===== config.mk =====
export PLATFORM = sky130hd
export DESIGN_NAME = lbs_steer
export DESIGN_NICKNAME = d
export VERILOG_FILES = /design/src/pkg/lbs_pkg.sv /design/src/hw/lbs_lane_map.sv /design/src/hw/lbs_steer.sv
export SDC_FILE = /design/constraint.sdc
export NUM_CORES = 1
export LEC_CHECK = 0
export BUFFER_PORTS_ARGS = -buffer_cell sky130_fd_sc_hd__buf_4
export CORE_ASPECT_RATIO = 0.7
export CORE_UTILIZATION = 50
export CTS_CLUSTER_SIZE = 40
export DETAILED_ROUTE_END_ITERATION = 7
export PLACE_DENSITY = 0.78
export REMOVE_ABC_BUFFERS = 1
export SYNTH_ARGS = -nofsm -noshare
export SYNTH_HDL_FRONTEND = slang
export SYNTH_HIERARCHICAL = 1
export SYNTH_SLANG_ARGS = --single-unit

===== constraint.sdc =====
create_clock -name sys_clk -period 2.4 [get_ports sys_clk]
set_input_delay 0.36 -clock sys_clk [delete_from_list [all_inputs] [get_ports sys_clk]]
set_output_delay 0.36 -clock sys_clk [all_outputs]
set_load 0.03 [all_outputs]

===== src/pkg/lbs_pkg.sv =====
// constants shared by the load/store byte-lane steering block
// assumes lane 0 is the most significant byte of the 32-bit data buses
package lbs_pkg;
	// transfer size codes
	localparam logic [1:0] SZ_BYTE = 2'h0;
	localparam logic [1:0] SZ_HALF = 2'h1;
	localparam logic [1:0] SZ_WORD = 2'h2;
	// byte enables, bit 3 is lane 0
	localparam logic [3:0] BE_NONE = 4'h0;
	localparam logic [3:0] BE_LANE0 = 4'h8;
	localparam logic [3:0] BE_HALF_LO = 4'hC;
	localparam logic [3:0] BE_HALF_HI = 4'h3;
	localparam logic [3:0] BE_WORD = 4'hF;
	// little-endian offset flips per size
	localparam logic [1:0] FLIP_BYTE = 2'h3;
	localparam logic [1:0] FLIP_HALF = 2'h2;
	localparam logic [1:0] FLIP_WORD = 2'h0;
	// configuration thresholds for big-endian availability
	localparam int MMU_BE_ABOVE = 1;
	localparam int REORDER_ON = 1;
endpackage


===== src/hw/lbs_lane_map.sv =====
// combinational lane map: byte enables, store lanes, load extraction
// assumes aligned offsets; software never exceeds the slave width
`timescale 1ns/1ps
module lbs_lane_map (
	input wire logic [1:0] size,
	input wire logic [1:0] off,
	input wire logic little,
	input wire logic [31:0] wdata,
	input wire logic [31:0] rdata,
	output logic [3:0] be,
	output logic [31:0] wlanes,
	output logic [31:0] rvalue
);
	// little-endian is big-endian steering on a mirrored offset
	wire [1:0] flip;
	wire [1:0] eff;
	wire [4:0] boff;
	assign flip = (size == lbs_pkg::SZ_BYTE) ? lbs_pkg::FLIP_BYTE :
		(size == lbs_pkg::SZ_HALF) ? lbs_pkg::FLIP_HALF :
		lbs_pkg::FLIP_WORD;
	assign eff = little ? (off ^ flip) : off;
	assign boff = {~eff, 3'h0}; // bit position of lane eff

	// enables per size
	assign be = (size == lbs_pkg::SZ_BYTE) ? (lbs_pkg::BE_LANE0 >> eff) :
		(size == lbs_pkg::SZ_HALF) ?
		(eff[1] ? lbs_pkg::BE_HALF_HI : lbs_pkg::BE_HALF_LO) :
		lbs_pkg::BE_WORD;

	// replicate low data onto every candidate lane
	assign wlanes = (size == lbs_pkg::SZ_BYTE) ? {4{wdata[7:0]}} :
		(size == lbs_pkg::SZ_HALF) ? {2{wdata[15:0]}} : wdata;

	// right-justify selected lanes, zero the rest
	assign rvalue = (size == lbs_pkg::SZ_BYTE) ? {24'h0, rdata[boff +: 8]} :
		(size == lbs_pkg::SZ_HALF) ?
		{16'h0, (eff[1] ? rdata[15:0] : rdata[31:16])} : rdata;
endmodule


===== src/hw/lbs_steer.sv =====
// data-side load/store steering between register datapath and bus slave
// assumes bus slave runs on sys_clk and answers with a one-cycle ready
//
// Operation
// byte, halfword and word transfers steer correctly to word-wide slaves.
// bytes and halfwords reach halfword slaves; bytes reach byte slaves.
// software never issues transfers wider than the slave; no bus sizing.
// big-endian only when mmu level above one or reordering enabled.
// big-endian loads use documented enables, right-justified in register.
// little-endian loads use mirrored enables; earlier halfword lane high.
// big-endian stores put low register bytes onto enabled lanes.
// little-endian halfword stores put bits 16-23 on first enabled lane; lane map puts bits 8-15 there.
// little-endian word stores enable all lanes, bytes in order.
// unfilled load bits read zero; disabled store lanes carry anything.
// enables and write data valid only with address strobe high.
`timescale 1ns/1ps
module lbs_steer #(
	parameter int memory_mgmt_level_param = 0,
	parameter int reorder_instr_param = 0
) (
	input wire logic sys_clk,
	input wire logic nrst,
	input wire logic req_valid,
	output logic req_ready,
	input wire logic req_write,
	input wire logic [1:0] req_size,
	input wire logic [31:0] req_addr,
	input wire logic [31:0] req_wdata,
	input wire logic big_endian_sel,
	output logic [31:0] bus_addr,
	output logic bus_as,
	output logic bus_rd_strobe,
	output logic bus_wr_strobe,
	output logic [3:0] bus_be,
	output logic [31:0] bus_wdata,
	input wire logic [31:0] bus_rdata,
	input wire logic bus_ready,
	output logic load_valid,
	output logic [31:0] load_data
);
	typedef enum logic {LBS_IDLE, LBS_BUSY} lbs_state_type;

	lbs_state_type state_q;
	logic as_q;
	logic rd_q;
	logic wr_q;
	logic write_q;
	logic little_q;
	logic [1:0] size_q;
	logic [1:0] off_q;
	logic [3:0] be_q;
	logic [31:0] addr_q;
	logic [31:0] wdata_q;
	logic ld_valid_q;
	logic [31:0] ld_data_q;

	// big-endian gated by configuration
	wire be_ok;
	wire little;
	assign be_ok = (memory_mgmt_level_param > lbs_pkg::MMU_BE_ABOVE) ||
		(reorder_instr_param == lbs_pkg::REORDER_ON);
	assign little = !(big_endian_sel && be_ok);

	// accept when idle or the current transfer completes this cycle
	wire busy;
	wire done;
	wire accept;
	assign busy = (state_q == LBS_BUSY);
	assign done = busy && bus_ready;
	assign req_ready = !busy || bus_ready;
	assign accept = req_valid && req_ready;

	// request-side lane map
	wire [3:0] map_be;
	wire [31:0] map_w;
	lbs_lane_map u_req_map (
		.size(req_size),
		.off(req_addr[1:0]),
		.little(little),
		.wdata(req_wdata),
		.rdata(32'h0),
		.be(map_be),
		.wlanes(map_w),
		.rvalue()
	);

	// load-side lane map on the captured transfer
	wire [31:0] map_r;
	lbs_lane_map u_ld_map (
		.size(size_q),
		.off(off_q),
		.little(little_q),
		.wdata(32'h0),
		.rdata(bus_rdata),
		.be(),
		.wlanes(),
		.rvalue(map_r)
	);

	// transfer sequencing
	always_ff @(posedge sys_clk or negedge nrst) begin
		if (!nrst) begin
			state_q <= LBS_IDLE;
			rd_q <= 1'b0;
			wr_q <= 1'b0;
		end else if (accept) begin
			state_q <= LBS_BUSY;
			rd_q <= !req_write;
			wr_q <= req_write;
		end else if (done) begin
			state_q <= LBS_IDLE;
			rd_q <= 1'b0;
			wr_q <= 1'b0;
		end
	end

	// strobe, enables and data only in the first cycle
	always_ff @(posedge sys_clk or negedge nrst) begin
		if (!nrst) begin
			as_q <= 1'b0;
			be_q <= lbs_pkg::BE_NONE;
			wdata_q <= 32'h0;
		end else begin
			as_q <= accept;
			be_q <= accept ? map_be : lbs_pkg::BE_NONE;
			wdata_q <= (accept && req_write) ? map_w : 32'h0;
		end
	end

	// captured transfer attributes
	always_ff @(posedge sys_clk or negedge nrst) begin
		if (!nrst) begin
			addr_q <= 32'h0;
			size_q <= lbs_pkg::SZ_WORD;
			off_q <= 2'h0;
			little_q <= 1'b1;
			write_q <= 1'b0;
		end else if (accept) begin
			addr_q <= req_addr;
			size_q <= req_size;
			off_q <= req_addr[1:0];
			little_q <= little;
			write_q <= req_write;
		end
	end

	// load result registered when ready ends a read
	always_ff @(posedge sys_clk or negedge nrst) begin
		if (!nrst) begin
			ld_valid_q <= 1'b0;
			ld_data_q <= 32'h0;
		end else begin
			ld_valid_q <= done && !write_q;
			if (done && !write_q) begin
				ld_data_q <= map_r;
			end
		end
	end

	assign bus_addr = addr_q;
	assign bus_as = as_q;
	assign bus_rd_strobe = rd_q;
	assign bus_wr_strobe = wr_q;
	assign bus_be = be_q;
	assign bus_wdata = wdata_q;
	assign load_valid = ld_valid_q;
	assign load_data = ld_data_q;

	// checks beside the steering
	word_enable_a: assert property (@(posedge sys_clk) disable iff (!nrst)
		bus_as && size_q == lbs_pkg::SZ_WORD |-> bus_be == lbs_pkg::BE_WORD)
		else $error("word transfer without all enables");
	half_enable_a: assert property (@(posedge sys_clk) disable iff (!nrst)
		bus_as && size_q == lbs_pkg::SZ_HALF |->
		bus_be == lbs_pkg::BE_HALF_LO || bus_be == lbs_pkg::BE_HALF_HI)
		else $error("halfword enables not a lane pair");
	endian_gate_a: assert property (@(posedge sys_clk) disable iff (!nrst)
		bus_as && !little_q |-> be_ok)
		else $error("big-endian used while unavailable");
	be_byte_a: assert property (@(posedge sys_clk) disable iff (!nrst)
		bus_as && !little_q && size_q == lbs_pkg::SZ_BYTE |->
		bus_be == (lbs_pkg::BE_LANE0 >> off_q))
		else $error("big-endian byte enable wrong");
	le_byte_a: assert property (@(posedge sys_clk) disable iff (!nrst)
		bus_as && little_q && size_q == lbs_pkg::SZ_BYTE |->
		bus_be == (lbs_pkg::BE_LANE0 >> (off_q ^ lbs_pkg::FLIP_BYTE)))
		else $error("little-endian byte enable wrong");
	store_byte_a: assert property (@(posedge sys_clk) disable iff (!nrst)
		bus_as && wr_q && size_q == lbs_pkg::SZ_BYTE |->
		bus_wdata == {4{$past(req_wdata[7:0])}})
		else $error("store byte not on lanes");
	store_half_a: assert property (@(posedge sys_clk) disable iff (!nrst)
		bus_as && wr_q && size_q == lbs_pkg::SZ_HALF |->
		bus_wdata == {2{$past(req_wdata[15:0])}})
		else $error("store halfword lanes wrong");
	store_word_a: assert property (@(posedge sys_clk) disable iff (!nrst)
		bus_as && wr_q && size_q == lbs_pkg::SZ_WORD |->
		bus_wdata == $past(req_wdata))
		else $error("store word lanes wrong");
	zero_fill_a: assert property (@(posedge sys_clk) disable iff (!nrst)
		load_valid && $past(size_q) == lbs_pkg::SZ_BYTE |->
		load_data[31:8] == 24'h0)
		else $error("byte load upper bits not zero");
	quiet_lanes_a: assert property (@(posedge sys_clk) disable iff (!nrst)
		!bus_as |-> bus_be == lbs_pkg::BE_NONE && bus_wdata == 32'h0)
		else $error("enables or data outside strobe");
	load_return_a: assert property (@(posedge sys_clk) disable iff (!nrst)
		busy && bus_ready && !write_q |=> load_valid)
		else $error("read completion without load result");
endmodule


==> results summary, run 1 <==
The flow ran to the end, and the final reports show no timing, DRC or antenna violations. Yosys printed 6 warnings. The HPWL after detailed placement came out at 10,500 um. The leakage power is 3.89 nW. The actual slew at the worst max-slew pin came out at 668 ps. The number of setup buffers added after CTS came out at 0. The weighted congestion at the end of routability-driven global placement came out at 0.868. 209 I/O pins were placed.

The number of buffers created by CTS came out at 9. The fraction of layout cells with a size suffix above 1 is 0.482. The die is 91.2 um tall. The count of clock tree sinks came out at 108. The quantity of I/O buffers inserted on ports is 207. The pin count of the biggest net entering global routing came out at 50.

The die is 129 um wide. The number of cells on the worst reg-to-reg path is 6. The iteration-0 DRC count of the detailed router is 349. The net total in the final layout came out at 769. In this run the core area contains 32 standard-cell rows. The global-route wire length before repair came out at 22,600 um. For this run the aggregate overflow at the end of global routing stands at 0. The starting density of the core came out at 0.514. The number of antenna violations at the first check in global routing came out at 0. The number of max-capacitance violations reported came out at 0. The number of hold-slack violations in the final timing report came out at 0.

The combined global-route utilization of all metal layers is 0.250. The power density over cell area is 807 nW/um^2. The number of antenna diodes came out at 0.

The final max-slew violation count is 0. The ratio of routed vias to standard cells is 5.30. The worst setup path is of the reg -> reg kind. In this run the cell area of the synthesized design comes to 5680 um^2. At the later pin of the worst-skew pair, clock insertion delay measures 350 ps. The total via count after detailed routing came out at 4,364. The total wire length is 14,200 um. The largest fanout on the critical path is 14. The worst hold slack came out at 231 ps.

The area added between synthesis and finish is 31.0%. A synthesized cell averages 11.6 um^2. CTS placed an instance of sky130_fd_sc_hd__clkbuf_16 at the clock tree root.

The worst setup path is launched from a flop. The clock period could shrink to 2240 ps. Clock-pin slew was measured on the worst setup and hold paths at 80 ps.

In the layout the commonest cells are sky130_fd_sc_hd__buf_4, sky130_fd_sc_hd__dfrtp_1, sky130_fd_sc_hd__nand2_1. Setup violations remaining at the end of the flow were counted as 0. Dividing the detail-routed wire length by the instance count gives 17.3 um. The data arrival at the endpoint of the critical path came out at 2470 ps. Setup repair after global routing left no endpoint under its margin. The cts-stage hold buffer count is 1. The required time at the worst-slack endpoint came out at 2630 ps. The category of the worst setup path capture point is a flop. Adding up every negative setup slack in the final design gives 0 ps.

Leaving out fill and tap cells, the most frequent cell in the layout is sky130_fd_sc_hd__buf_4. The remaining antenna violation count after routing is 0. The maximum buffer depth of the clock tree is 2. The highest ir drop seen on vdd came out at 0.437 mV.

The number of global-route vias before repair came out at 4,423. The level count of the clock H-tree came out at 3. TritonCTS built the clock tree. The floorplan core area came out at 11,100 um^2. The max-slew headroom at the worst pin came out at 0.554. Clock skew on the completed layout was measured at 12.3 ps. Before antenna repair, the detailed router went through 8 iterations. The cell depth of the worst hold path is 2.

The gate count after technology mapping came out at 490. The class of the tightest hold or removal check is in -> reg. In the finished design, the share of the clock period the worst path needs comes to 0.933. The post-CTS resize count is 0. The highest attainable clock frequency is 447 MHz.

The area enclosed by the die boundary is 11,800 um^2. The remaining routing DRC violations is 0.
==> power by group <==
group	leakage, nW	total [W]	switching [W]	internal (W)
Clock	0.144	0.00144	0.000709	0.000736
Sequential	1.36	0.00233	0.000204	0.00212
Combinational	2.39	0.00223	0.00123	0.000999
Total	3.89	0.00600	0.00215	0.00386
==> worst max-delay path, cell delays in order, from the launching register on <==
cell and delay (ps):
sky130_fd_sc_hd__dfrtp_1 770, sky130_fd_sc_hd__buf_4 330, sky130_fd_sc_hd__nor2_1 90, sky130_fd_sc_hd__a22o_1 200, sky130_fd_sc_hd__a211oi_1 300, sky130_fd_sc_hd__a222oi_1 140, sky130_fd_sc_hd__mux2_2 280
==> stage by stage <==
stage	utilization	instances	instance area, um^2	setup slack [ps]	power, W
after floorplan	-	436	5290	120	0.00366
after global placement	0.646	806	7140	256	0.00454
after detailed placement	0.646	806	7140	196	0.00459
after CTS	0.673	823	7440	182	0.00606
after global routing	0.673	823	7440	81.5	0.00629
final	0.673	823	7440	162	0.00600
==> metal layers <==
layer | part of all wire | GRT usage
met5 | 0 | 0
met4 | 0.021 | 0.0911
met3 | 0.077 | 0.0631
met2 | 0.46 | 0.387
met1 | 0.44 | 0.338
==> state kept, by name, indices dropped and copies added (netlist names) <==
register / flops
bus_as: 1
bus_wr_strobe: 1
busy: 1
bus_rd_strobe: 1
load_data: 32
bus_addr: 32
load_valid: 1
bus_be: 4
write_q: 1
bus_wdata: 32
size_q: 2
==> layout make-up <==
class,instances,area [um^2]
clock inverter,6,67.6
clock buffer,10,229
tap,153,191
sequential,108,2700
fill,865,3610
inverter,11,41.3
timing repair buffer,218,1660
multi-input combinational,317,2540
==> final timing paths <==
kind	start	end	slack [ps]
hold / removal	req_addr[14]	bus_addr[14]$_DFFE_PN0N_	230
setup / recovery	bus_addr[0]$_DFFE_PN0N_	load_data[3]$_DFFE_PN0P_	160
setup reg to reg	bus_addr[0]$_DFFE_PN0N_	load_data[3]$_DFFE_PN0P_	160
min in group asynchronous	nrst	bus_wdata[17]$_DFF_PN0_	530
hold reg to reg	load_data[19]$_DFFE_PN0P_	load_data[19]$_DFFE_PN0P_	510
max in group asynchronous	nrst	size_q[1]$_DFFE_PN1N_	1110
(Power assumes the default switching activity.)
==> inputs of run 2 (changes only) <==
GPL_TIMING_DRIVEN = 0   (was default)
SETUP_SLACK_MARGIN = 0.02   (was default)
==> run 2 against run 1 <==
Total power up 0.37%. Via count about the same. Sequential share of layout area up 0.21 points. Critical path type unchanged. Highest routed layer unchanged.
==> results summary, run 2 (synthesis results as in run 1) <==
The worst setup path is launched from a flop. The remaining antenna violation count after routing is 0. Clock-pin slew was measured on the worst setup and hold paths at 80 ps. Setup repair after global routing left no endpoint under its margin.

The fill cell instance count of the final layout is 871. The worst setup skew after layout is 6.81 ps. The number of global-route vias before repair is 4,243.

The detailed-routing iteration count for the pre-antenna-repair pass came out at 4. The combined global-route utilization of all metal layers came out at 0.246. The routed design could run at a clock period as short as 2170 ps. The number of hold-slack violations in the final timing report is 0. The total wire length is 14,100 um. The library cells used most frequently in the layout, excluding fill and tap cells, are sky130_fd_sc_hd__buf_4, sky130_fd_sc_hd__dfrtp_1, sky130_fd_sc_hd__nand2_1. The final max-slew violation count is 0. The quantity of I/O buffers inserted on ports came out at 207. The H-tree was split into 3 levels. In this run the horizontal extent of the chip is 129 um. The worst setup path is captured at a flop.

The weighted congestion at the end of routability-driven global placement came out at 0.828. The power density over cell area is 813 nW/um^2. The slowest stage of the critical path is the sky130_fd_sc_hd__dfrtp_1 cell. The floorplan core area came out at 11,100 um^2.

The area added between synthesis and finish came out at 30.5%. Across the whole layout, storage elements account for 2710 um^2. The most common library cell in the layout ignoring fill and taps is sky130_fd_sc_hd__buf_4. The number of buffers created by CTS came out at 9. The cell family contributing the most delay on the critical path is multiplexers. TritonCTS built the clock tree. In this run, the number of DRC markers left after iteration 0 of detailed routing was 303. The ratio of routed vias to standard cells came out at 5.35.

The max-slew headroom at the worst pin came out at 0.398. The number of buffer and inverter stages on the critical path came out at 0. The height of the chip is 91.2 um. In this run the worst path has a maximum fanout of 19. The start-to-end type of the worst setup path is reg -> reg. The stage delay of the slowest cell on the critical path came out at 650 ps. The portion of the clock cycle consumed by the worst path in the final layout came out at 0.905. The boundary pin count is 209. The actual slew at the worst max-slew pin came out at 900 ps. The worst-case setup slack after placement came out at -161 ps. Once detailed placement completed, the half-perimeter wirelength came to 10,100 um. The number of max-capacitance violations reported is 0. The total via count after detailed routing is 4,363.

The fraction of layout cells with a size suffix above 1 came out at 0.480. The number of antenna violations at the first check in global routing is 0. The highest ir drop seen on vdd is 0.476 mV.

The setup violation total in the final timing report came out at 0. The tree is rooted in a sky130_fd_sc_hd__clkbuf_16. The run finished with clean final reports. The remaining routing DRC violations is 0. The clock drives 108 sinks. The required time at the worst-slack endpoint is 2640 ps.

For this run, the post-layout net count is 761. The area enclosed by the die boundary is 11,800 um^2. 0 antenna diodes ended up in the layout. The post-placement cell count is 797. Entering global routing, the biggest net connects 109 pins. Leaving out filler cells and counting taps, the final layout contains 815.

The floorplan has 32 rows. The data arrival at the endpoint of the critical path came out at 2410 ps. The starting density of the core came out at 0.514.

The multi-input combinational cells in the finished layout cover a total of 2540 um^2. The global-route wire length before repair came out at 22,100 um. The highest attainable clock frequency came out at 460 MHz. The aggregate global routing overflow came out at 0. The class of the tightest hold or removal check is in -> reg. Overall power consumption after layout is estimated at 0.00603 W. Across all hold checks on the routed design, the worst slack comes to 233 ps. The critical path goes through xnor2_4, mux4_2, nor2_1, nor3_1, mux2_2.

After detailed routing, the average wire length per cell comes to 17.3 um. The clock insertion delay at the later pin of the skew report is 350 ps. No sink is reached through more buffers than the 2 on the longest clock path. Across all setup checks in the final design, the least slack found is 228 ps. The leakage power is 3.86 nW.
## run 2: metal layers
metal  global-route usage  vias to the layer above  part of all wire  routed length, um
met5                    0                        -                 0                  0
met4               0.0911                        0             0.023                325
met3               0.0701                       23             0.078               1110
met2                0.369                      177              0.46               6520
met1                0.337                     2141              0.44               6180
li1                     -                     2022                 -                  -
## run 2: timing repair
item / in CTS / in global routing
hold endpoints to repair: 0 / 37
setup buffers: 0 / 0
hold buffers: 0 / 1
gates resized for setup: 2 / 1
endpoints found under the setup margin: 12 / 5
## run 2: final cells by class
type                       count  area share
sequential                   108       0.365
multi-input combinational    317       0.343
timing repair buffer         210       0.219
clock buffer                  10      0.0322
tap                          153      0.0258
clock inverter                 6     0.00861
inverter                      11     0.00557
## run 2: final timing paths
kind | depth (start not counted) | slack [ps] | end | start
hold / removal | 2 | 230 | bus_addr[14]$_DFFE_PN0N_ | req_addr[14]
max in group asynchronous | 3 | 1200 | bus_addr[1]$_DFFE_PN0N_ | nrst
setup / recovery | 5 | 230 | load_data[4]$_DFFE_PN0P_ | size_q[0]$_DFFE_PN0N_
hold reg to reg | 1 | 510 | load_data[22]$_DFFE_PN0P_ | load_data[22]$_DFFE_PN0P_
setup reg to reg | 5 | 230 | load_data[4]$_DFFE_PN0P_ | size_q[0]$_DFFE_PN0N_
min in group asynchronous | 2 | 500 | bus_as$_DFF_PN0_ | nrst
## run 2: worst reg2reg max path, cell delays in order, from the launching register on
cell                      delay [ps]
sky130_fd_sc_hd__dfrtp_1         650
sky130_fd_sc_hd__xnor2_4         430
sky130_fd_sc_hd__mux4_2          540
sky130_fd_sc_hd__nor2_1          110
sky130_fd_sc_hd__nor3_1           70
sky130_fd_sc_hd__mux2_2          270
## run 2: power breakdown
group / leakage, nW / total [W] / internal (W) / switching (W)
clock: 0.146 / 0.00148 / 0.000762 / 0.000723
sequential: 1.36 / 0.00237 / 0.00213 / 0.000247
combinational: 2.36 / 0.00217 / 0.000984 / 0.00119
total: 3.86 / 0.00603 / 0.00387 / 0.00216
## run 2: stage by stage
| step | setup TNS, ps | utilization | instance area, um^2 |
|---|---|---|---|
| finish | 0 | 0.671 | 7410 |
| global route | 0 | 0.671 | 7410 |
| CTS | 0 | 0.667 | 7370 |
| detailed placement | -1210 | 0.639 | 7060 |
| global placement | -1010 | 0.637 | 7040 |
| floorplan | 0 | - | 5290 |
